<file path="config.mk">
export PLATFORM = sky130hd
export DESIGN_NAME = psrc_ctrl
export DESIGN_NICKNAME = d
export VERILOG_FILES = /design/src/hw/psrc_pkg.sv /design/src/hw/psrc_ctrl.sv /design/src/hw/psrc_os_lut.sv
export SDC_FILE = /design/constraint.sdc
export NUM_CORES = 1
export LEC_CHECK = 0
export BUFFER_PORTS_ARGS = -buffer_cell sky130_fd_sc_hd__buf_2
export CELL_PAD_IN_SITES_DETAIL_PLACEMENT = 2
export CELL_PAD_IN_SITES_GLOBAL_PLACEMENT = 2
export CORE_AREA = 2 2 63 109
export CTS_CLUSTER_DIAMETER = 40
export DETAILED_ROUTE_END_ITERATION = 16
export DIE_AREA = 0 0 65 111
export HOLD_SLACK_MARGIN = 0.02
export PLACE_DENSITY = 0.85
export SETUP_SLACK_MARGIN = 0.3
export SLEW_MARGIN = 30
export SYNTH_ARGS = -nofsm -noshare
export SYNTH_HDL_FRONTEND = slang
export SYNTH_SLANG_ARGS = --single-unit
</file>
<file path="constraint.sdc">
create_clock -name i_mclk -period 2.65 [get_ports i_mclk]
set_input_delay 0.265 -clock i_mclk [delete_from_list [all_inputs] [get_ports i_mclk]]
set_output_delay 0.265 -clock i_mclk [all_outputs]
set_load 0.02 [all_outputs]
</file>
<file path="src/hw/psrc_pkg.sv">
// constants and types shared by the power scheme and reset control block
package psrc_pkg;

  // ---------------------------------------------------------------
  // register map
  // ---------------------------------------------------------------
  localparam logic [7:0] PSRC_ADDR_SYSCTL2   = 8'h2B; // system_control_two
  localparam logic [7:0] PSRC_SYSCTL2_RESET  = 8'h00; // value after any reset

  // field positions in system_control_two
  localparam int PSRC_BIT_CHECK    = 7; // output_shift_check_enable
  localparam int PSRC_BIT_REBOOT   = 6; // software reboot trigger
  localparam int PSRC_BIT_RSVD     = 5; // reserved, reads zero
  localparam int PSRC_BIT_SLEEP_OVERSAMPLING_SCHEME_HI = 4; // sleep_oversampling_scheme
  localparam int PSRC_BIT_SLEEP_OVERSAMPLING_SCHEME_LO = 3;
  localparam int PSRC_BIT_SLEEP_EN = 2; // auto_sleep_enable
  localparam int PSRC_BIT_AWAKE_OVERSAMPLING_SCHEME_HI  = 1; // awake_oversampling_scheme
  localparam int PSRC_BIT_AWAKE_OVERSAMPLING_SCHEME_LO  = 0;

  // ---------------------------------------------------------------
  // scheme encodings
  // ---------------------------------------------------------------
  localparam logic [1:0] PSRC_SCH_NORMAL = 2'h0;
  localparam logic [1:0] PSRC_SCH_LNLP   = 2'h1;
  localparam logic [1:0] PSRC_SCH_HIRES  = 2'h2;
  localparam logic [1:0] PSRC_SCH_LOWPWR = 2'h3;

  // ---------------------------------------------------------------
  // oversampling ratio as log2, one nibble per rate code
  // rate code 0..7 = 800, 400, 200, 100, 50, 12.5, 6.25, 1.56 Hz
  // ---------------------------------------------------------------
  localparam logic [31:0] PSRC_EXP_NORMAL = 32'h7542_2221; // 128 32 16 4 4 4 4 2
  localparam logic [31:0] PSRC_EXP_LNLP   = 32'h5322_2221; // 32 8 4 then normal
  localparam logic [31:0] PSRC_EXP_HIRES  = 32'hA875_4321; // 1024 down to 2
  localparam logic [31:0] PSRC_EXP_LOWPWR = 32'h4211_1111; // 16 4 then 2

  // sleep rate select 00..11 mapped onto rate codes (50, 12.5, 6.25, 1.56 Hz)
  localparam logic [11:0] PSRC_SLEEP_ODR_MAP = 12'hFAC; // {3'h7,3'h6,3'h5,3'h4}, three bits per select

  // ---------------------------------------------------------------
  // timing
  // ---------------------------------------------------------------
  localparam int PSRC_CLK_PERIOD_NS = 25;   // 40 MHz clock
  localparam int PSRC_BOOT_TIME_NS  = 1000; // length of the boot sequence
  localparam logic [5:0] PSRC_BOOT_CYCLES =
    6'((PSRC_BOOT_TIME_NS + PSRC_CLK_PERIOD_NS - 1) / PSRC_CLK_PERIOD_NS);

  // ---------------------------------------------------------------
  // state
  // ---------------------------------------------------------------
  typedef enum logic [0:0] {PSRC_RUN, PSRC_BOOT} psrc_state_t;

  typedef struct packed {
    psrc_state_t state;
    logic [5:0]  boot_cnt;
    logic        check_en;
    logic [1:0]  sleep_oversampling_scheme;
    logic        sleep_en;
    logic [1:0]  awake_oversampling_scheme;
    logic        in_sleep;
    logic [1:0]  eff_scheme;
    logic [2:0]  eff_odr;
    logic        sys_rst;
    logic        host_if_rst;
    logic [7:0]  rd_data;
    logic        rd_hit;
  } psrc_ctrl_q_t;

  typedef struct packed {
    logic [10:0] ratio;
  } psrc_lut_q_t;

endpackage : psrc_pkg
</file>
<file path="src/hw/psrc_ctrl.sv">
// system_control_two register: self test, software reboot, auto sleep, scheme select
//
// How it works
// - setting bit 7 turns on the output shift check so the three axis outputs move, clear is off and default.
// - writing 1 to the reboot trigger bit resets the device at once in standby, wake or sleep operation.
// - during the reboot every register goes back to its default value.
// - the reboot also resets the serial host interface logic so no half transfer corrupts data.
// - the reboot trigger clears itself when the boot sequence ends and always reads as zero.
// - bits 4 to 3 pick the oversampling scheme used in sleep operation, default 00.
// - bits 1 to 0 pick the oversampling scheme used in wake operation, default 00.
// - both selectors share one encoding (normal, low-noise low-power, high resolution, low power) and act apart.
// - bit 2 enables automatic sleep, clear is off and default.
// - normal and high resolution ratios follow their table per output rate.
// - low-noise low-power and low power ratios follow their table per output rate.
// - in automatic sleep the whole device runs at the sleep sample rate, overriding the wake rate.
// - with automatic sleep off the device only moves between standby and wake, never sleep.
`timescale 1ns/1ps
`default_nettype none

module psrc_ctrl (
  // clock and reset
  input  wire logic        i_mclk,
  input  wire logic        i_nrst,

  // register access from the serial host interface
  input  wire logic        i_reg_wr,
  input  wire logic        i_reg_rd,
  input  wire logic [7:0]  i_reg_addr,
  input  wire logic [7:0]  i_reg_wdata,
  output logic [7:0]       o_reg_rdata,
  output logic             o_reg_rd_hit,

  // operating state from the rest of the device
  input  wire logic        i_active,
  input  wire logic        i_sleep_state,
  input  wire logic [2:0]  i_wake_odr_sel,
  input  wire logic [1:0]  i_sleep_sample_rate_select,

  // reboot outputs
  output logic             o_sys_rst,
  output logic             o_host_if_rst,

  // control outputs
  output logic             o_output_shift_check_enable,
  output logic             o_auto_sleep_enable,
  output logic [1:0]       o_sleep_oversampling_scheme,
  output logic [1:0]       o_awake_oversampling_scheme,
  output logic             o_in_sleep,
  output logic [1:0]       o_eff_scheme,
  output logic [2:0]       o_eff_odr,
  output logic [10:0]      o_os_ratio
);

  // ---------------------------------------------------------------
  // state
  // ---------------------------------------------------------------
  psrc_pkg::psrc_ctrl_q_t q;
  psrc_pkg::psrc_ctrl_q_t d;

  logic wr_hit;
  logic rd_hit;

  // access decode
  assign wr_hit = i_reg_wr && (i_reg_addr == psrc_pkg::PSRC_ADDR_SYSCTL2);
  assign rd_hit = i_reg_rd && (i_reg_addr == psrc_pkg::PSRC_ADDR_SYSCTL2);

  // ---------------------------------------------------------------
  // next state
  // ---------------------------------------------------------------
  always_comb begin
    logic        sleeping;
    logic [2:0]  sleep_odr;
    sleeping  = 1'b0;
    sleep_odr = 3'h0;
    d         = q;

    // one cycle read answer, dropped when not addressed
    d.rd_hit  = 1'b0;
    d.rd_data = 8'h00;

    case (q.state)
      psrc_pkg::PSRC_RUN: begin
        d.sys_rst     = 1'b0;
        d.host_if_rst = 1'b0;
        if (wr_hit && i_reg_wdata[psrc_pkg::PSRC_BIT_REBOOT]) begin
          // reboot wins over any other field of the same write
          d.state       = psrc_pkg::PSRC_BOOT;
          d.boot_cnt    = psrc_pkg::PSRC_BOOT_CYCLES;
          d.sys_rst     = 1'b1;
          d.host_if_rst = 1'b1;
          d.check_en    = psrc_pkg::PSRC_SYSCTL2_RESET[psrc_pkg::PSRC_BIT_CHECK];
          d.sleep_oversampling_scheme       = psrc_pkg::PSRC_SYSCTL2_RESET[psrc_pkg::PSRC_BIT_SLEEP_OVERSAMPLING_SCHEME_HI:psrc_pkg::PSRC_BIT_SLEEP_OVERSAMPLING_SCHEME_LO];
          d.sleep_en    = psrc_pkg::PSRC_SYSCTL2_RESET[psrc_pkg::PSRC_BIT_SLEEP_EN];
          d.awake_oversampling_scheme        = psrc_pkg::PSRC_SYSCTL2_RESET[psrc_pkg::PSRC_BIT_AWAKE_OVERSAMPLING_SCHEME_HI:psrc_pkg::PSRC_BIT_AWAKE_OVERSAMPLING_SCHEME_LO];
        end else if (wr_hit) begin
          d.check_en = i_reg_wdata[psrc_pkg::PSRC_BIT_CHECK];
          d.sleep_oversampling_scheme    = i_reg_wdata[psrc_pkg::PSRC_BIT_SLEEP_OVERSAMPLING_SCHEME_HI:psrc_pkg::PSRC_BIT_SLEEP_OVERSAMPLING_SCHEME_LO];
          d.sleep_en = i_reg_wdata[psrc_pkg::PSRC_BIT_SLEEP_EN];
          d.awake_oversampling_scheme     = i_reg_wdata[psrc_pkg::PSRC_BIT_AWAKE_OVERSAMPLING_SCHEME_HI:psrc_pkg::PSRC_BIT_AWAKE_OVERSAMPLING_SCHEME_LO];
        end
        if (rd_hit) begin
          d.rd_hit = 1'b1;
          d.rd_data[psrc_pkg::PSRC_BIT_CHECK]    = q.check_en;
          d.rd_data[psrc_pkg::PSRC_BIT_REBOOT]   = 1'b0;
          d.rd_data[psrc_pkg::PSRC_BIT_RSVD]     = 1'b0;
          d.rd_data[psrc_pkg::PSRC_BIT_SLEEP_OVERSAMPLING_SCHEME_HI:psrc_pkg::PSRC_BIT_SLEEP_OVERSAMPLING_SCHEME_LO] = q.sleep_oversampling_scheme;
          d.rd_data[psrc_pkg::PSRC_BIT_SLEEP_EN] = q.sleep_en;
          d.rd_data[psrc_pkg::PSRC_BIT_AWAKE_OVERSAMPLING_SCHEME_HI:psrc_pkg::PSRC_BIT_AWAKE_OVERSAMPLING_SCHEME_LO]   = q.awake_oversampling_scheme;
        end
      end

      psrc_pkg::PSRC_BOOT: begin
        // accesses are ignored while the serial interface is held in reset
        d.sys_rst     = 1'b1;
        d.host_if_rst = 1'b1;
        d.boot_cnt    = q.boot_cnt - 6'h01;
        if (q.boot_cnt == 6'h01) begin
          // end of boot: trigger falls back to zero
          d.state       = psrc_pkg::PSRC_RUN;
          d.boot_cnt    = 6'h00;
          d.sys_rst     = 1'b0;
          d.host_if_rst = 1'b0;
        end
      end

      default: begin
        d.state = psrc_pkg::PSRC_RUN;
      end
    endcase

    // sleep only when automatic sleep is on and the device is active
    sleeping   = q.sleep_en && i_active && i_sleep_state && (q.state == psrc_pkg::PSRC_RUN);
    d.in_sleep = sleeping;

    // scheme chosen by operating state, selectors kept apart
    d.eff_scheme = sleeping ? q.sleep_oversampling_scheme : q.awake_oversampling_scheme;

    // sleep sample rate overrides the wake rate for every block
    sleep_odr = psrc_pkg::PSRC_SLEEP_ODR_MAP[4'(i_sleep_sample_rate_select) * 4'h3 +: 3]; // 3-bit entries
    d.eff_odr = sleeping ? sleep_odr : i_wake_odr_sel;
  end

  // ---------------------------------------------------------------
  // state register
  // ---------------------------------------------------------------
  always_ff @(posedge i_mclk) begin
    if (!i_nrst) begin
      q <= '0;
    end else begin
      q <= d;
    end
  end

  // ---------------------------------------------------------------
  // oversampling ratio for the scheme and rate now in use
  // ---------------------------------------------------------------
  psrc_os_lut u_os_lut (
    .i_mclk   (i_mclk),
    .i_nrst   (i_nrst),
    .i_scheme (q.eff_scheme),
    .i_odr    (q.eff_odr),
    .o_ratio  (o_os_ratio)
  );

  // ---------------------------------------------------------------
  // outputs, all straight from the state register
  // ---------------------------------------------------------------
  assign o_reg_rdata                 = q.rd_data;
  assign o_reg_rd_hit                = q.rd_hit;
  assign o_sys_rst                   = q.sys_rst;
  assign o_host_if_rst               = q.host_if_rst;
  assign o_output_shift_check_enable = q.check_en;
  assign o_auto_sleep_enable         = q.sleep_en;
  assign o_sleep_oversampling_scheme = q.sleep_oversampling_scheme;
  assign o_awake_oversampling_scheme = q.awake_oversampling_scheme;
  assign o_in_sleep                  = q.in_sleep;
  assign o_eff_scheme                = q.eff_scheme;
  assign o_eff_odr                   = q.eff_odr;

endmodule // psrc_ctrl

`default_nettype wire

</file>
<file path="src/hw/psrc_os_lut.sv">
// oversampling ratio lookup for the selected scheme and rate code
`timescale 1ns/1ps
`default_nettype none

module psrc_os_lut (
  // clock and reset
  input  wire logic        i_mclk,
  input  wire logic        i_nrst,
  // selection
  input  wire logic [1:0]  i_scheme,
  input  wire logic [2:0]  i_odr,
  // result
  output logic [10:0]      o_ratio
);

  psrc_pkg::psrc_lut_q_t q;
  psrc_pkg::psrc_lut_q_t d;

  // ---------------------------------------------------------------
  // table lookup, ratio = 2 ** exponent
  // ---------------------------------------------------------------
  always_comb begin
    logic [31:0] row;
    logic [3:0]  expo;
    row  = psrc_pkg::PSRC_EXP_NORMAL;
    expo = 4'h0;
    case (i_scheme)
      psrc_pkg::PSRC_SCH_NORMAL: row = psrc_pkg::PSRC_EXP_NORMAL;
      psrc_pkg::PSRC_SCH_LNLP:   row = psrc_pkg::PSRC_EXP_LNLP;
      psrc_pkg::PSRC_SCH_HIRES:  row = psrc_pkg::PSRC_EXP_HIRES;
      psrc_pkg::PSRC_SCH_LOWPWR: row = psrc_pkg::PSRC_EXP_LOWPWR;
      default:                   row = psrc_pkg::PSRC_EXP_NORMAL;
    endcase
    expo    = row[{i_odr, 2'h0} +: 4];
    d.ratio = 11'h001 << expo;
  end

  // ---------------------------------------------------------------
  // result register
  // ---------------------------------------------------------------
  always_ff @(posedge i_mclk) begin
    if (!i_nrst) begin
      q <= '0;
    end else begin
      q <= d;
    end
  end

  assign o_ratio = q.ratio;

endmodule // psrc_os_lut

`default_nettype wire

</file>
# After elaboration in Yosys (flattened, before gate mapping)
# Index checks and enable logic that the tools add are counted.
[classes]
add_sub_neg = 1
mul = 1
eq_ne = 6
shifts = 3
mux = 12
bitwise = 3
n_reduce_logical = 11
[op_table]
columns = ["operator", "n"]
rows = [
  ["case mux 32 bit (4 select lines)", 1],
  ["variable part select 32 x 6 -> 4 bit", 1],
  ["2-to-1 mux 7 bit", 2],
  ["case mux 7 bit (2 select lines)", 1],
  ["2-to-1 mux 6 bit", 2],
  ["variable part select 12 x 5 -> 3 bit, first input constant", 1],
  ["left shift 1 x 4 -> 11 bit, first input constant", 1],
  ["equality test 8 x 6 -> 1 bit, second input constant", 1],
  ["equality test 6 x 1 -> 1 bit, second input constant", 1],
  ["logical AND 1 bit", 6],
  ["2-to-1 mux 2 bit", 3],
  ["subtractor 6 x 1 -> 6 bit, second input constant", 1],
  ["equality test 2 bit, second input constant", 2],
  ["multiplier 2 x 2 -> 4 bit, second input constant", 1],
  ["case mux 2 bit (2 select lines)", 1],
  ["2-to-1 mux 3 bit", 1],
  ["NOT 1 bit", 3],
  ["OR reduction 3 bit", 1],
  ["equality test 2 x 1 -> 1 bit, second input constant", 1],
  ["logical NOT 2 bit", 1],
  ["!= test 2 bit, second input constant", 1],
  ["AND reduction 2 bit", 1],
  ["nonzero test 2 bit", 1],
  ["OR reduction 2 bit", 1],
  ["2-to-1 mux 1 bit", 1],
]
[word_totals]
ff_bits = 41
inputBits = 27

# Depth between registers and ports, before layout
# Gate-level depths: netlist of the first run.
[logic_depth]
ltp_word = 5
depth_mapped = 6
ltp_nobuf = 6

# By module
# Synthesis of the first run repeated with hierarchy kept, for this count alone.
[hier_totals]
cells_unflattened = 200
hier_area_um2 = 1876.8
[modules_own_cells]
columns = ["mod", "instances", "cells_per_inst", "area_per_inst_um2", "seq_area_each_um2"]
rows = [
  ["psrc_ctrl", 1, 134, 1248.7, 520.5],
  ["psrc_os_lut", 1, 66, 628.1, 220.2],
]

# Worst setup path after synthesis of the first run
# Ideal clock, no wire load.
[synth_timing]
path_type = "flip-flop to flip-flop"
startpoint = "register q, in the netlist o_eff_scheme[0]"
endpoint = "register u_os_lut.q, in the netlist u_os_lut.o_ratio[10]"
setup_ps = 154
t_arrival_ps = 1792
slack_ps = 705
path_stages_with_launch = 7
n_path_buf = 0
synth_period_minus_slack_ps = 1945
cell_sequence = "dfxtp_1 inv_1 ha_1 o21ai_0 a21boi_0 o311ai_0 nor3_1"
[synth_via]
elab_chain_len = 4
[synth_lines]
columns = ["item", "line", "rtl"]
rows = [
  ["start: declaration", "psrc_ctrl.sv:57", "psrc_pkg::psrc_ctrl_q_t q;"],
  ["start signal: assignment", "psrc_ctrl.sv:148", "q <= '0;"],
  ["start signal: assignment", "psrc_ctrl.sv:150", "q <= d;"],
  ["equality test 2 bit, or another cell as far along", "psrc_os_lut.sv:27", "case (i_scheme)"],
  ["case mux 32 bit (4 select lines) (*)", "psrc_os_lut.sv:27", ""],
  ["variable part select 32 x 6 -> 4 bit (*)", "psrc_os_lut.sv:34", "expo = row[{i_odr, 2'h0} +: 4];"],
  ["left shift 1 x 4 -> 11 bit (*)", "psrc_os_lut.sv:35", "d.ratio = 11'h001 << expo;"],
  ["end signal: assignment", "psrc_os_lut.sv:43", "q <= '0;"],
  ["end signal: assignment", "psrc_os_lut.sv:45", "q <= d;"],
  ["end: declaration", "psrc_os_lut.sv:16", "psrc_pkg::psrc_lut_q_t q;"],
]
# Every way passes the cells marked *; elsewhere a longest branch is shown, timed or not. The select of a mux whose other input is x is not followed.
# A chain may end at the register's enable or synchronous reset.

# Worst setup path after layout of the first run
[layout_timing]
startpoint = "register q, in the netlist o_eff_scheme[0]"
endpoint = "register u_os_lut.q, in the netlist u_os_lut.o_ratio[4]"
# Same word-level chain as after synthesis.

==> summary.md, run 1 <==
| Metric | Value |
|---|---|
| Status | `finished clean` |
| IR drop worst, VDD | `0.230 mV` |
| Seq pwr share | `a little over two fifths` |
| Largest area contributor in the synthesized netlist | `sky130_fd_sc_hd__dfxtp_1` |
| Most frequently used flop master after synthesis | `sky130_fd_sc_hd__dfxtp_1` |
| Post-route minimum period | `between 2 and 2.5 ns` |
| Total track usage | `between 10% and 20%` |
| Number of placed instances, taps included | `between 300 and 400` |
| Antenna diode count | `0` |
| Horizontal die dimension | `around 65 um` |
| Area inside the core boundary | `about 0.0064 sq mm` |
| Wire length of the first global-routing pass | `about 8 mm` |
| Vias per Instance | `about 5` |
| Number of cells produced by synthesis | `between 150 and 200` |
| Number of buffers added on ports | `57` |
| Overall die area | `roughly 0.0072 sq mm` |
| Cell-internal power | `about 1100 uW` |
| Post-synthesis instance area | `approximately 0.0018 sq mm` |
| Share of cells above drive strength 1 | `around a third` |
| Setup tns final | `0 ns` |
| XOR/XNOR Fraction of Synth Area | `less than 1%` |
| Total setup violations reported at the end of the flow | `0` |
| Final wirelength | `approximately 4.8 mm` |
| Switching share of power | `a little over a fifth` |
| Count of maximum capacitance violations | `0` |
| Hold buffers post-CTS | `0` |
| Total congestion overflow | `0` |
| Critical-path maximum fanout | `8` |
| Number of failing hold endpoints at the final stage | `0` |
| Top library cells by usage in the layout, fill and taps aside | `57 x sky130_fd_sc_hd__buf_2, 36 x sky130_fd_sc_hd__dfxtp_1, 13 x sky130_fd_sc_hd__nor2_1` |
| RSZ-0062 raised after global routing | `no` |
| Part of the total power dissipated in the clock network | `51.1%` |
| Type of the worst min-delay path | `input pin to flop` |
| Final net count | `about 270` |
| Pre-antenna DRT Iters | `2` |
| Standard-cell rows | `39` |
| Synthesized flop and latch total | `37` |
| Complex-gate fraction of the synthesized area | `around 14%` |
| Starting Density | `around 28%` |
| Initial antenna violation count | `0` |
| Fraction of the mapped netlist area in adder cells | `under 10%` |
| Post-DP HPWL | `3.74 mm` |
| Hold slack | `between 0.2 and 0.25 ns` |
| Critical path data required time | `2.81 ns` |
| Worst setup skew after layout | `between 0.008 and 0.009 ns` |
| Placer's final routability congestion estimate | `between 0.7 and 0.8` |
| I/O pin count | `61` |
| Total number of vias | `approximately 1500` |
| Area fraction of the dominant cell type after synthesis | `a little over two fifths` |
| Portion of total power attributed to combinational logic | `approximately 6.7%` |
| Clock Root Buffer | `sky130_fd_sc_hd__clkbuf_16` |
| Initial drt markers | `44` |
| Category of the most critical setup path | `flop to flop` |
| Most common cell after layout, fill and taps aside | `sky130_fd_sc_hd__buf_2` |
| Highest clock rate | `457 MHz` |
| Area delta synth->final | `23.3%` |
| TritonCTS clock tree | `done` |
| Asr flop ratio synth | `0%` |
| EDFF count, synth | `0` |
| Reported net switching power | `approximately 290 uW` |
| Synth warnings | `0` |
| Via count of the first global-routing pass | `approximately 1700` |
| Largest net degree at the start of global routing | `19` |
| Multiplexer share of the synthesized area | `between 3 and 4%` |
| Synthesized area divided by synthesized cell count | `9.37 sq um` |
| Clock insertion delay at the later pin of the skew report | `between 0.2 and 0.3 ns` |
| TritonCTS Buffers | `5` |
| Cell Count, Final, Fillers Out | `approximately 320` |
| Dominant cells by area after synthesis | `sky130_fd_sc_hd__dfxtp_1 42%, sky130_fd_sc_hd__buf_4 7.6%, sky130_fd_sc_hd__ha_1 5.6%` |
| Crit start category | `flop` |
| Number of pins exceeding their max-slew limit in the final report | `0` |
| Remaining design rule violation count | `0` |
| Wirelength per Cell | `between 15 and 20 um` |
| Clock Tree Buf Depth | `2` |
| Post-route clock period utilization | `between 80 and 90%` |
| Least-Margin Pin Slew | `between 0.7 and 0.8 ns` |
| Critical Path End Type | `flop` |
| Number of distinct library cells after synthesis | `between 40 and 50` |
| DRT antenna net count | `0` |
| WP data arrival | `2.35 ns` |
| Power per standard cell area | `618 mW/mm^2` |
| Slew HR | `approximately half` |
| CTS sink count | `37` |
| Main combinational cell family by area after synthesis | `simple AND/OR/NAND/NOR gates` |
| Post-CTS clock slew at the launch and capture registers of the worst setup and hold paths | `approximately 0.060 ns` |
| Number of levels in the clock H-tree | `2` |
| Seq/Total Area, Yosys | `41.6%` |
| Reported leakage power | `0.000992 uW` |
| Basic-gate share of the synthesized area counting and, or, nand and nor cells | `between 20% and 30%` |
| Die outline height | `111 um` |
## layer usage
| metal | track usage (%) | vias up | share of wire [%] |
|---|---|---|---|
| met5 | 0 | - | 0 |
| met4 | 6.52 | 0 | 2.2 |
| met3 | 2.84 | 6 | 3.9 |
| met2 | 29.3 | 44 | 60 |
| met1 | 12.6 | 749 | 34 |
| li1 | - | 737 | - |
## cells in the mapped netlist (2+ instances only)
| cell type | instances |
|---|---|
| sky130_fd_sc_hd__dfxtp_1 | 37 |
| sky130_fd_sc_hd__buf_4 | 18 |
| sky130_fd_sc_hd__nor2_1 | 13 |
| sky130_fd_sc_hd__a21oi_1 | 10 |
| sky130_fd_sc_hd__inv_1 | 9 |
| sky130_fd_sc_hd__nand2_1 | 9 |
| sky130_fd_sc_hd__ha_1 | 8 |
| sky130_fd_sc_hd__nor3_1 | 8 |
| sky130_fd_sc_hd__and2_1 | 7 |
| sky130_fd_sc_hd__nand2b_1 | 7 |
| sky130_fd_sc_hd__mux2i_1 | 5 |
| sky130_fd_sc_hd__nand3b_1 | 5 |
| sky130_fd_sc_hd__nor4_1 | 4 |
| sky130_fd_sc_hd__o21ai_0 | 4 |
| sky130_fd_sc_hd__a2bb2oi_1 | 3 |
| sky130_fd_sc_hd__clkbuf_1 | 3 |
| sky130_fd_sc_hd__or3_1 | 3 |
| sky130_fd_sc_hd__a21boi_0 | 2 |
| sky130_fd_sc_hd__a31oi_1 | 2 |
| sky130_fd_sc_hd__nand3_1 | 2 |
| sky130_fd_sc_hd__o2111ai_1 | 2 |
| sky130_fd_sc_hd__o311ai_0 | 2 |
## metrics by stage
stage                     util [%]  setup slack (ns)  cell area, sq um  total power, uW
after global routing          34.3             0.328              2190             1400
final                         34.3             0.462              2190             1360
after floorplan                  -             0.705              1780              641
after CTS                     34.3             0.323              2190             1370
after detailed placement      31.6             0.448              2020              676
after global placement        31.6             0.339              2020              673
## cell type report
| class | count | area [sq um] |
|---|---|---|
| inverter | 10 | 37.5 |
| multi-input combinational | 121 | 843 |
| sequential | 37 | 742 |
| clock buffer | 6 | 139 |
| clock inverter | 2 | 37.5 |
| tap | 82 | 103 |
| fill | 713 | 4200 |
| timing repair buffer | 58 | 293 |
## power by group through the flow
stage                     logic (uW)  registers [uW]  clock network, uW
after detailed placement        90.8             585                  0
after global routing            99.2             574                725
after global placement          88.4             585                  0
final                           90.9             573                694
after floorplan                 56.2             585                  0
after CTS                       91.9             573                706
## worst max-delay path: stages, from the launching register on
cell                      delay (ns)
sky130_fd_sc_hd__dfxtp_2        0.41
sky130_fd_sc_hd__inv_1          0.11
sky130_fd_sc_hd__ha_1           0.31
sky130_fd_sc_hd__or3_1          0.40
sky130_fd_sc_hd__a211o_1        0.32
sky130_fd_sc_hd__o311a_1        0.22
sky130_fd_sc_hd__nor4_1         0.30
## kinds of logic after synthesis
| group | Yosys count |
|---|---|
| buffers and inverters | 33 |
| other | 1 |
| AND/OR/NAND/NOR | 69 |
| adder cells (fa/ha/maj) | 8 |
| XOR/XNOR | 1 |
| multiplexers | 6 |
| AO/OA/AOI/OAI | 35 |
| flip-flops | 37 |
## sequential cells by signal (all words and copies together) (netlist names)
| register | flops |
|---|---|
| o_eff_odr | 3 |
| o_auto_sleep_enable | 1 |
| o_reg_rd_hit | 1 |
| o_output_shift_check_enable | 1 |
| o_eff_scheme | 2 |
| o_in_sleep | 1 |
| o_sleep_oversampling_scheme | 2 |
| u_os_lut.o_ratio | 11 |
| q | 7 |
| o_reg_rdata | 6 |
| o_awake_oversampling_scheme | 2 |
## repair_timing
item,4_1_cts,5_1_grt
resized for setup,0,1
hold endpoints to repair,0,0
endpoints found under the setup margin,0,5
buffers inserted,0,0
## final timing paths
check                                start                     endpoint  slack (ns)  cells after the start
max                        o_eff_scheme[0]          u_os_lut.o_ratio[4]        0.46                      6
min          i_sleep_sample_rate_select[1]                 o_eff_odr[1]        0.24                      3
max reg2reg                o_eff_scheme[0]          u_os_lut.o_ratio[4]        0.46                      6
min reg2reg    o_output_shift_check_enable  o_output_shift_check_enable        0.49                      2
No activity file was read; power rests on OpenSTA's default activity.
==> run 2: changes to the inputs <==
CORE_AREA = 2 2 66 115   (was 2 2 63 109)
DIE_AREA = 0 0 68 117   (was 0 0 65 111)
PLACE_DENSITY = 0.81   (was 0.85)
clock period = 2 ns   (was 2.65 ns; I/O delays follow)
==> summary.md, run 2 (synthesis gave the netlist of run 1 again) <==
| Metric | Value |
|---|---|
| Antenna diode count | `0 (unchanged)` |
| R2r endpoint | `u_os_lut.o_ratio[1] (was u_os_lut.o_ratio[4])` |
| Die outline height | `117 um (was 111 um)` |
| Clock Tree Buf Depth | `2 (unchanged)` |
| Max FFs per register | `11 (unchanged)` |
| Critical Path Slowest Stage Cell | `sky130_fd_sc_hd__dfxtp_4 (was sky130_fd_sc_hd__dfxtp_2)` |
| Placer's final routability congestion estimate | `0.751 (was 0.750)` |
| Post-route clock period utilization | `89.6% (was 82.6%)` |
| Total congestion overflow | `0 (unchanged)` |
| Worst setup skew after layout | `0.00278 ns (was 0.00872 ns)` |
| Buffer and inverter count on the worst path | `1 (unchanged)` |
| Final critical-path setup slack | `0.207 ns (was 0.462 ns)` |
| Clock insertion delay at the later pin of the skew report | `0.28 ns (about the same)` |
| Status | `finished clean (unchanged)` |
| Remaining design rule violation count | `0 (unchanged)` |
| Critical Path End Type | `flop (unchanged)` |
| CP cell instances | `inv_4 -> ha_4 -> or3_1 -> a211o_1 -> o311a_4 -> nor3_2 (was inv_1 -> ha_1 -> or3_1 -> a211o_1 -> o311a_1 -> nor4_1)` |
| Power per standard cell area | `718 mW/mm^2 (was 618 mW/mm^2)` |
| Standard-cell rows | `41 (was 39)` |
| Setup tns final | `0 ns (unchanged)` |
| Total setup violations reported at the end of the flow | `0 (unchanged)` |
| Highest clock rate | `558 MHz (was 457 MHz)` |
| Overall die area | `0.00796 sq mm (was 0.00722 sq mm)` |
| TritonCTS clock tree | `done (unchanged)` |
| Total track usage | `14.8% (was 14.4%)` |
| Register-to-register setup slack | `0.21 ns (was 0.46 ns)` |
| WP data arrival | `2.00 ns (was 2.35 ns)` |
| Via count of the first global-routing pass | `1711 (was 1673)` |
| Vias per Instance | `4.81 (was 4.86)` |
| Number of buffers added on ports | `57 (unchanged)` |
| Post-DP HPWL | `3.97 mm (was 3.74 mm)` |
| Initial drt markers | `54 (was 44)` |
| Number of failing hold endpoints at the final stage | `0 (unchanged)` |
| TritonCTS Buffers | `5 (unchanged)` |
| Critical path data required time | `2.21 ns (was 2.81 ns)` |
| RR Startpoint | `o_eff_scheme[0] (unchanged)` |
| Wire length of the first global-routing pass | `8.64 mm (was 7.97 mm)` |
| Crit start category | `flop (unchanged)` |
| Reg2reg path depth | `6 (unchanged)` |
| Hold slack | `0.162 ns (was 0.236 ns)` |
| Total number of vias | `1592 (was 1536)` |
| Sink of the worst hold path | `o_eff_odr[2] (was o_eff_odr[1])` |
| Kind of cell with the highest combined delay on the critical path | `compound AO/OA/AOI/OAI gates (was simple AND/OR/NAND/NOR gates)` |
| Pre-antenna DRT Iters | `3 (was 2)` |
| Final net count | `279 (was 268)` |
| Area delta synth->final | `43.5% (was 23.3%)` |
| Count of maximum capacitance violations | `0 (unchanged)` |
| Most common cell after layout, fill and taps aside | `sky130_fd_sc_hd__buf_2 (unchanged)` |
| Area inside the core boundary | `0.00708 sq mm (was 0.00639 sq mm)` |
| Final core utilization | `36.1% (was 34.3%)` |
| Share of cells above drive strength 1 | `49.4% (was 32.1%)` |
| Post-CTS clock slew at the launch and capture registers of the worst setup and hold paths | `0.06 ns (about the same)` |
| RSZ-0062 raised after global routing | `yes (was no)` |
| Horizontal die dimension | `68 um (was 65 um)` |
| CTS sink count | `37 (unchanged)` |
| Category of the most critical setup path | `flop to flop (unchanged)` |
| Hold wc startpoint | `i_wake_odr_sel[2] (was i_sleep_sample_rate_select[1])` |
| Slew HR | `67.0% (was 51.9%)` |
| Wirelength per Cell | `17.4 um (was 15.2 um)` |
| Final wirelength | `5.77 mm (was 4.80 mm)` |
| Reported leakage power | `0.00109 uW (was 0.000992 uW)` |
| Type of the worst min-delay path | `input pin to flop (unchanged)` |
| Initial antenna violation count | `0 (unchanged)` |
| Number of levels in the clock H-tree | `2 (unchanged)` |
| Post-route minimum period | `1.79 ns (was 2.19 ns)` |
| Least-Margin Pin Slew | `0.492 ns (was 0.710 ns)` |
| I/O pin count | `61 (unchanged)` |
| Clock Root Buffer | `sky130_fd_sc_hd__clkbuf_16 (unchanged)` |
| DRT antenna net count | `0 (unchanged)` |
| Critical Path Max Stage Delay | `0.42 ns (was 0.41 ns)` |
| Starting Density | `25.2% (was 27.9%)` |
| Worst setup slack after placement | `0.0628 ns (was 0.448 ns)` |
| Critical-path maximum fanout | `6 (was 8)` |
| Cell depth of the worst min-delay path | `3 (unchanged)` |
| Largest net degree at the start of global routing | `19 (unchanged)` |
| Top library cells by usage in the layout, fill and taps aside | `57 x sky130_fd_sc_hd__buf_2, 31 x sky130_fd_sc_hd__dfxtp_1, 13 x sky130_fd_sc_hd__nor2_1 (was 57 x sky130_fd_sc_hd__buf_2, 36 x sky130_fd_sc_hd__dfxtp_1, 13 x sky130_fd_sc_hd__nor2_1)` |
| IR drop worst, VDD | `0.338 mV (was 0.230 mV)` |
| Number of pins exceeding their max-slew limit in the final report | `0 (unchanged)` |
-- run 2: cell types whose count changed in the layout (fill, tap and decap cells not counted), moves of 3 or more --
| cell | change |
|---|---|
| sky130_fd_sc_hd__nor3_1 | -7 |
| sky130_fd_sc_hd__inv_4 | +3 |
| sky130_fd_sc_hd__dfxtp_1 | -5 |
| sky130_fd_sc_hd__nor4_1 | -4 |
| sky130_fd_sc_hd__nor4_4 | +3 |
| sky130_fd_sc_hd__ha_1 | -4 |
| sky130_fd_sc_hd__buf_4 | +10 |
| sky130_fd_sc_hd__ha_4 | +3 |
| sky130_fd_sc_hd__nor3_2 | +6 |
| sky130_fd_sc_hd__dfxtp_2 | +3 |
-- run 2: through the flow --
stage	total power (uW)	instances	cell area [sq um]
CTS	1820	330	2380
detailed placement	902	314	2060
global route	1900	331	2550
floorplan	848	191	1810
global placement	897	314	2060
finish	1830	331	2550
-- run 2: area by class of cell --
type                    instances  area (sq um)
clock inverters                 1          6.26
clock buffers                   7           164
multi-input cells             121          1100
flip-flops and latches         37           753
well taps                      86           108
inverters                      10          42.5
fillers                       781          4520
repair buffers                 69           379
-- run 2: worst max-delay path by stage --
| stage | from | depth (start not counted) | endpoint |
|---|---|---|---|
| 2_1_floorplan | o_eff_scheme[0] | 6 | u_os_lut.o_ratio[5] |
| 3_3_place_gp | o_eff_scheme[0] | 6 | u_os_lut.o_ratio[5] |
| 3_5_place_dp | o_eff_scheme[0] | 6 | u_os_lut.o_ratio[5] |
| 4_1_cts | o_eff_scheme[1] | 7 | u_os_lut.o_ratio[2] |
| 5_1_grt | o_eff_scheme[0] | 6 | u_os_lut.o_ratio[1] |
| 6_report | o_eff_scheme[0] | 6 | u_os_lut.o_ratio[1] |
-- run 2: timing repair --
item / in CTS / in global routing
pin swaps: 7 / 12
cloned: 0 / 0
hold buffers: 0 / 0
buffers inserted: 8 / 1
gates resized for setup: 18 / 31
endpoints found under the setup margin: 14 / 11
-- run 2: report_power, final --
part / internal [uW] / switching [uW]
Combinational: 72.2 / 108
Clock: 573 / 319
Sequential: 745 / 16.3
Total: 1390 / 443
-- run 2: per-layer routing --
layer	up-vias	wire, um	share of wire, %	GRT usage [%]
met3	13	234	4.1	3.25
met1	775	1900	33	14.2
met2	48	3440	60	28.9
met5	-	0	0	0
met4	0	197	3.4	6.00
li1	756	-	-	-
-- run 2: worst min-delay path: stages --
cell	delay [ns]
sky130_fd_sc_hd__buf_2	0.10
sky130_fd_sc_hd__inv_1	0.04
sky130_fd_sc_hd__a21oi_1	0.05
==> run 3: changes to the inputs <==
CORE_AREA = 2 2 78 98   (was 2 2 66 115)
DIE_AREA = 0 0 80 100   (was 0 0 68 117)
==> summary.md, run 3 (synthesis gave the netlist of run 1 again) <==
| Metric | Value |
|---|---|
| Critical path data required time | `2.17 ns (was 2.21 ns)` |
| I/O pin count | `61 (unchanged)` |
| Critical Path Stages | `7 (was 6)` |
| Slew HR | `65.8% (was 67.0%)` |
| Wire length of the first global-routing pass | `8.34 mm (was 8.64 mm)` |
| Final net count | `280 (was 279)` |
| Critical Path End Type | `flop (unchanged)` |
| Final wirelength | `5.50 mm (was 5.77 mm)` |
| Initial drt markers | `26 (was 54)` |
| CTS sink count | `37 (unchanged)` |
| Placer's final routability congestion estimate | `0.772 (was 0.751)` |
| Critical-path maximum fanout | `7 (was 6)` |
| Total track usage | `13.4% (was 14.8%)` |
| Standard-cell rows | `35 (was 41)` |
| Top library cells by usage in the layout, fill and taps aside | `57 x sky130_fd_sc_hd__buf_2, 31 x sky130_fd_sc_hd__dfxtp_1, 12 x sky130_fd_sc_hd__nor2_1, 12 x sky130_fd_sc_hd__buf_4, 10 x sky130_fd_sc_hd__a21oi_1 (was 57 x sky130_fd_sc_hd__buf_2, 31 x sky130_fd_sc_hd__dfxtp_1, 13 x sky130_fd_sc_hd__nor2_1)` |
| Setup tns final | `0 ns (unchanged)` |
| Least-Margin Pin Slew | `0.511 ns (was 0.492 ns)` |
| Via count of the first global-routing pass | `1691 (was 1711)` |
| Largest net degree at the start of global routing | `19 (unchanged)` |
| Reg2reg path depth | `7 (was 6)` |
| Type of the worst min-delay path | `input pin to flop (unchanged)` |
| Number of failing hold endpoints at the final stage | `0 (unchanged)` |
| CP cell instances | `inv_4 -> ha_4 -> or3_4 -> a211o_1 -> o311ai_2 -> buf_6 -> nor3_4 (was inv_4 -> ha_4 -> or3_1 -> a211o_1 -> o311a_4 -> nor3_2)` |
| Overall die area | `0.00800 sq mm (was 0.00796 sq mm)` |
| Area inside the core boundary | `0.00718 sq mm (was 0.00708 sq mm)` |
| Worst setup skew after layout | `0.00674 ns (was 0.00278 ns)` |
| Clock Tree Buf Depth | `2 (unchanged)` |
| Number of pins exceeding their max-slew limit in the final report | `0 (unchanged)` |
| Post-CTS clock slew at the launch and capture registers of the worst setup and hold paths | `0.07 ns (was 0.06 ns)` |
| Critical Path Max Stage Delay | `0.42 ns (about the same)` |
| Count of maximum capacitance violations | `0 (unchanged)` |
| TritonCTS Buffers | `5 (unchanged)` |
| Total congestion overflow | `0 (unchanged)` |
| WP data arrival | `1.94 ns (was 2.00 ns)` |
| Detailed route wirelength on metal2 | `3.28 mm (was 3.44 mm)` |
| Post-route clock period utilization | `88.4% (was 89.6%)` |
| Clock Root Buffer | `sky130_fd_sc_hd__clkbuf_8 (was sky130_fd_sc_hd__clkbuf_16)` |
| Reported leakage power | `0.00106 uW (was 0.00109 uW)` |
| Pre-antenna DRT Iters | `3 (unchanged)` |
| RSZ-0062 raised after global routing | `yes (unchanged)` |
| Post-DP HPWL | `3.76 mm (was 3.97 mm)` |
| Antenna diode count | `0 (unchanged)` |
| Critical Path Slowest Stage Cell | `sky130_fd_sc_hd__dfxtp_4 (unchanged)` |
| Category of the most critical setup path | `flop to flop (unchanged)` |
| Total setup violations reported at the end of the flow | `0 (unchanged)` |
| Vias per Instance | `4.71 (was 4.81)` |
| Hold buffers post-CTS | `0 (unchanged)` |
| Buffer and inverter count on the worst path | `2 (was 1)` |
| Most common cell after layout, fill and taps aside | `sky130_fd_sc_hd__buf_2 (unchanged)` |
| Wire length the detailed router placed on met1 | `1.91 mm (was 1.90 mm)` |
| TritonCTS clock tree | `done (unchanged)` |
| Area delta synth->final | `39.6% (was 43.5%)` |
| Number of levels in the clock H-tree | `2 (unchanged)` |
| Remaining design rule violation count | `0 (unchanged)` |
| DRT antenna net count | `0 (unchanged)` |
| Hold slack | `0.130 ns (was 0.162 ns)` |
| Length of routed met3 wiring | `215 um (was 234 um)` |
| Clock insertion delay at the later pin of the skew report | `0.29 ns (was 0.28 ns)` |
| Cell depth of the worst min-delay path | `3 (unchanged)` |
| Number of buffers added on ports | `57 (unchanged)` |
| Share of cells above drive strength 1 | `49.8% (was 49.4%)` |
| Kind of cell with the highest combined delay on the critical path | `compound AO/OA/AOI/OAI gates (unchanged)` |
| Die outline height | `100 um (was 117 um)` |
| Initial antenna violation count | `0 (unchanged)` |
| Highest clock rate | `566 MHz (was 558 MHz)` |
| Total Power | `1480 uW (was 1830 uW)` |
| Starting Density | `24.8% (was 25.2%)` |
| Crit start category | `flop (unchanged)` |
| Wirelength per Cell | `16.3 um (was 17.4 um)` |
| Power per standard cell area | `594 mW/mm^2 (was 718 mW/mm^2)` |
| Status | `finished clean (unchanged)` |
| Total number of vias | `1586 (was 1592)` |
| Horizontal die dimension | `80 um (was 68 um)` |
| IR drop worst, VDD | `0.240 mV (was 0.338 mV)` |
| Max FFs per register | `11 (unchanged)` |
| Post-route minimum period | `1.77 ns (was 1.79 ns)` |
| Highest layer used for signal routing | `met4 (unchanged)` |
==> run 3: cell types whose count changed in the layout (fill, tap and decap cells not counted), sizes merged <==
cell    delta
buf        +1
clkbuf     -1
==> run 3: worst paths after layout <==
| path | to | slack [ns] | start |
|---|---|---|---|
| max | u_os_lut.o_ratio[3] | 0.23 | o_eff_scheme[0] |
| min | o_eff_odr[2] | 0.13 | i_wake_odr_sel[2] |
| max reg2reg | u_os_lut.o_ratio[3] | 0.23 | o_eff_scheme[0] |
| min reg2reg | o_output_shift_check_enable | 0.49 | o_output_shift_check_enable |
==> run 3: layer usage <==
layer	global-route usage, %	up-vias
met1	12.6	777
met2	27.7	44
met3	2.88	8
met5	0	-
li1	-	757
met4	3.91	0
==> run 3: power by group <==
group,switching [uW],internal (uW),total (uW)
clock network,266,273,540
logic,104,71.2,175
registers,16.9,744,761
total,387,1090,1480
==> run 3: layout make-up <==
type | count | area, sq um
clock buffer | 6 | 82.6
clock inverter | 1 | 6.26
fill | 814 | 4700
inverter | 10 | 42.5
multi-input combinational | 121 | 1100
sequential | 37 | 753
tap | 92 | 115
timing repair buffer | 70 | 387
==> run 3: repair_timing <==
item                       in CTS  in global routing
setup endpoints to repair      11                 14
gates resized for setup        17                 32
pin swaps                       8                  7
buffers inserted                9                  0
==> run 3: tightest hold or removal path: cells and delay by family <==
family	cells	cell delay (ns)
AO/OA/AOI/OAI	1	0.05
buffers and inverters	2	0.13
==> run 3: through the flow <==
| step | worst slack, ns | util [%] | area, sq um | std cells |
|---|---|---|---|---|
| floorplan | 0.301 | - | 1810 | 191 |
| global placement | 0.167 | 28.9 | 2070 | 321 |
| detailed placement | 0.0780 | 28.9 | 2070 | 321 |
| finish | 0.233 | 34.6 | 2480 | 337 |
| global route | 0.163 | 34.6 | 2480 | 337 |
| CTS | 0.219 | 32.3 | 2320 | 337 |
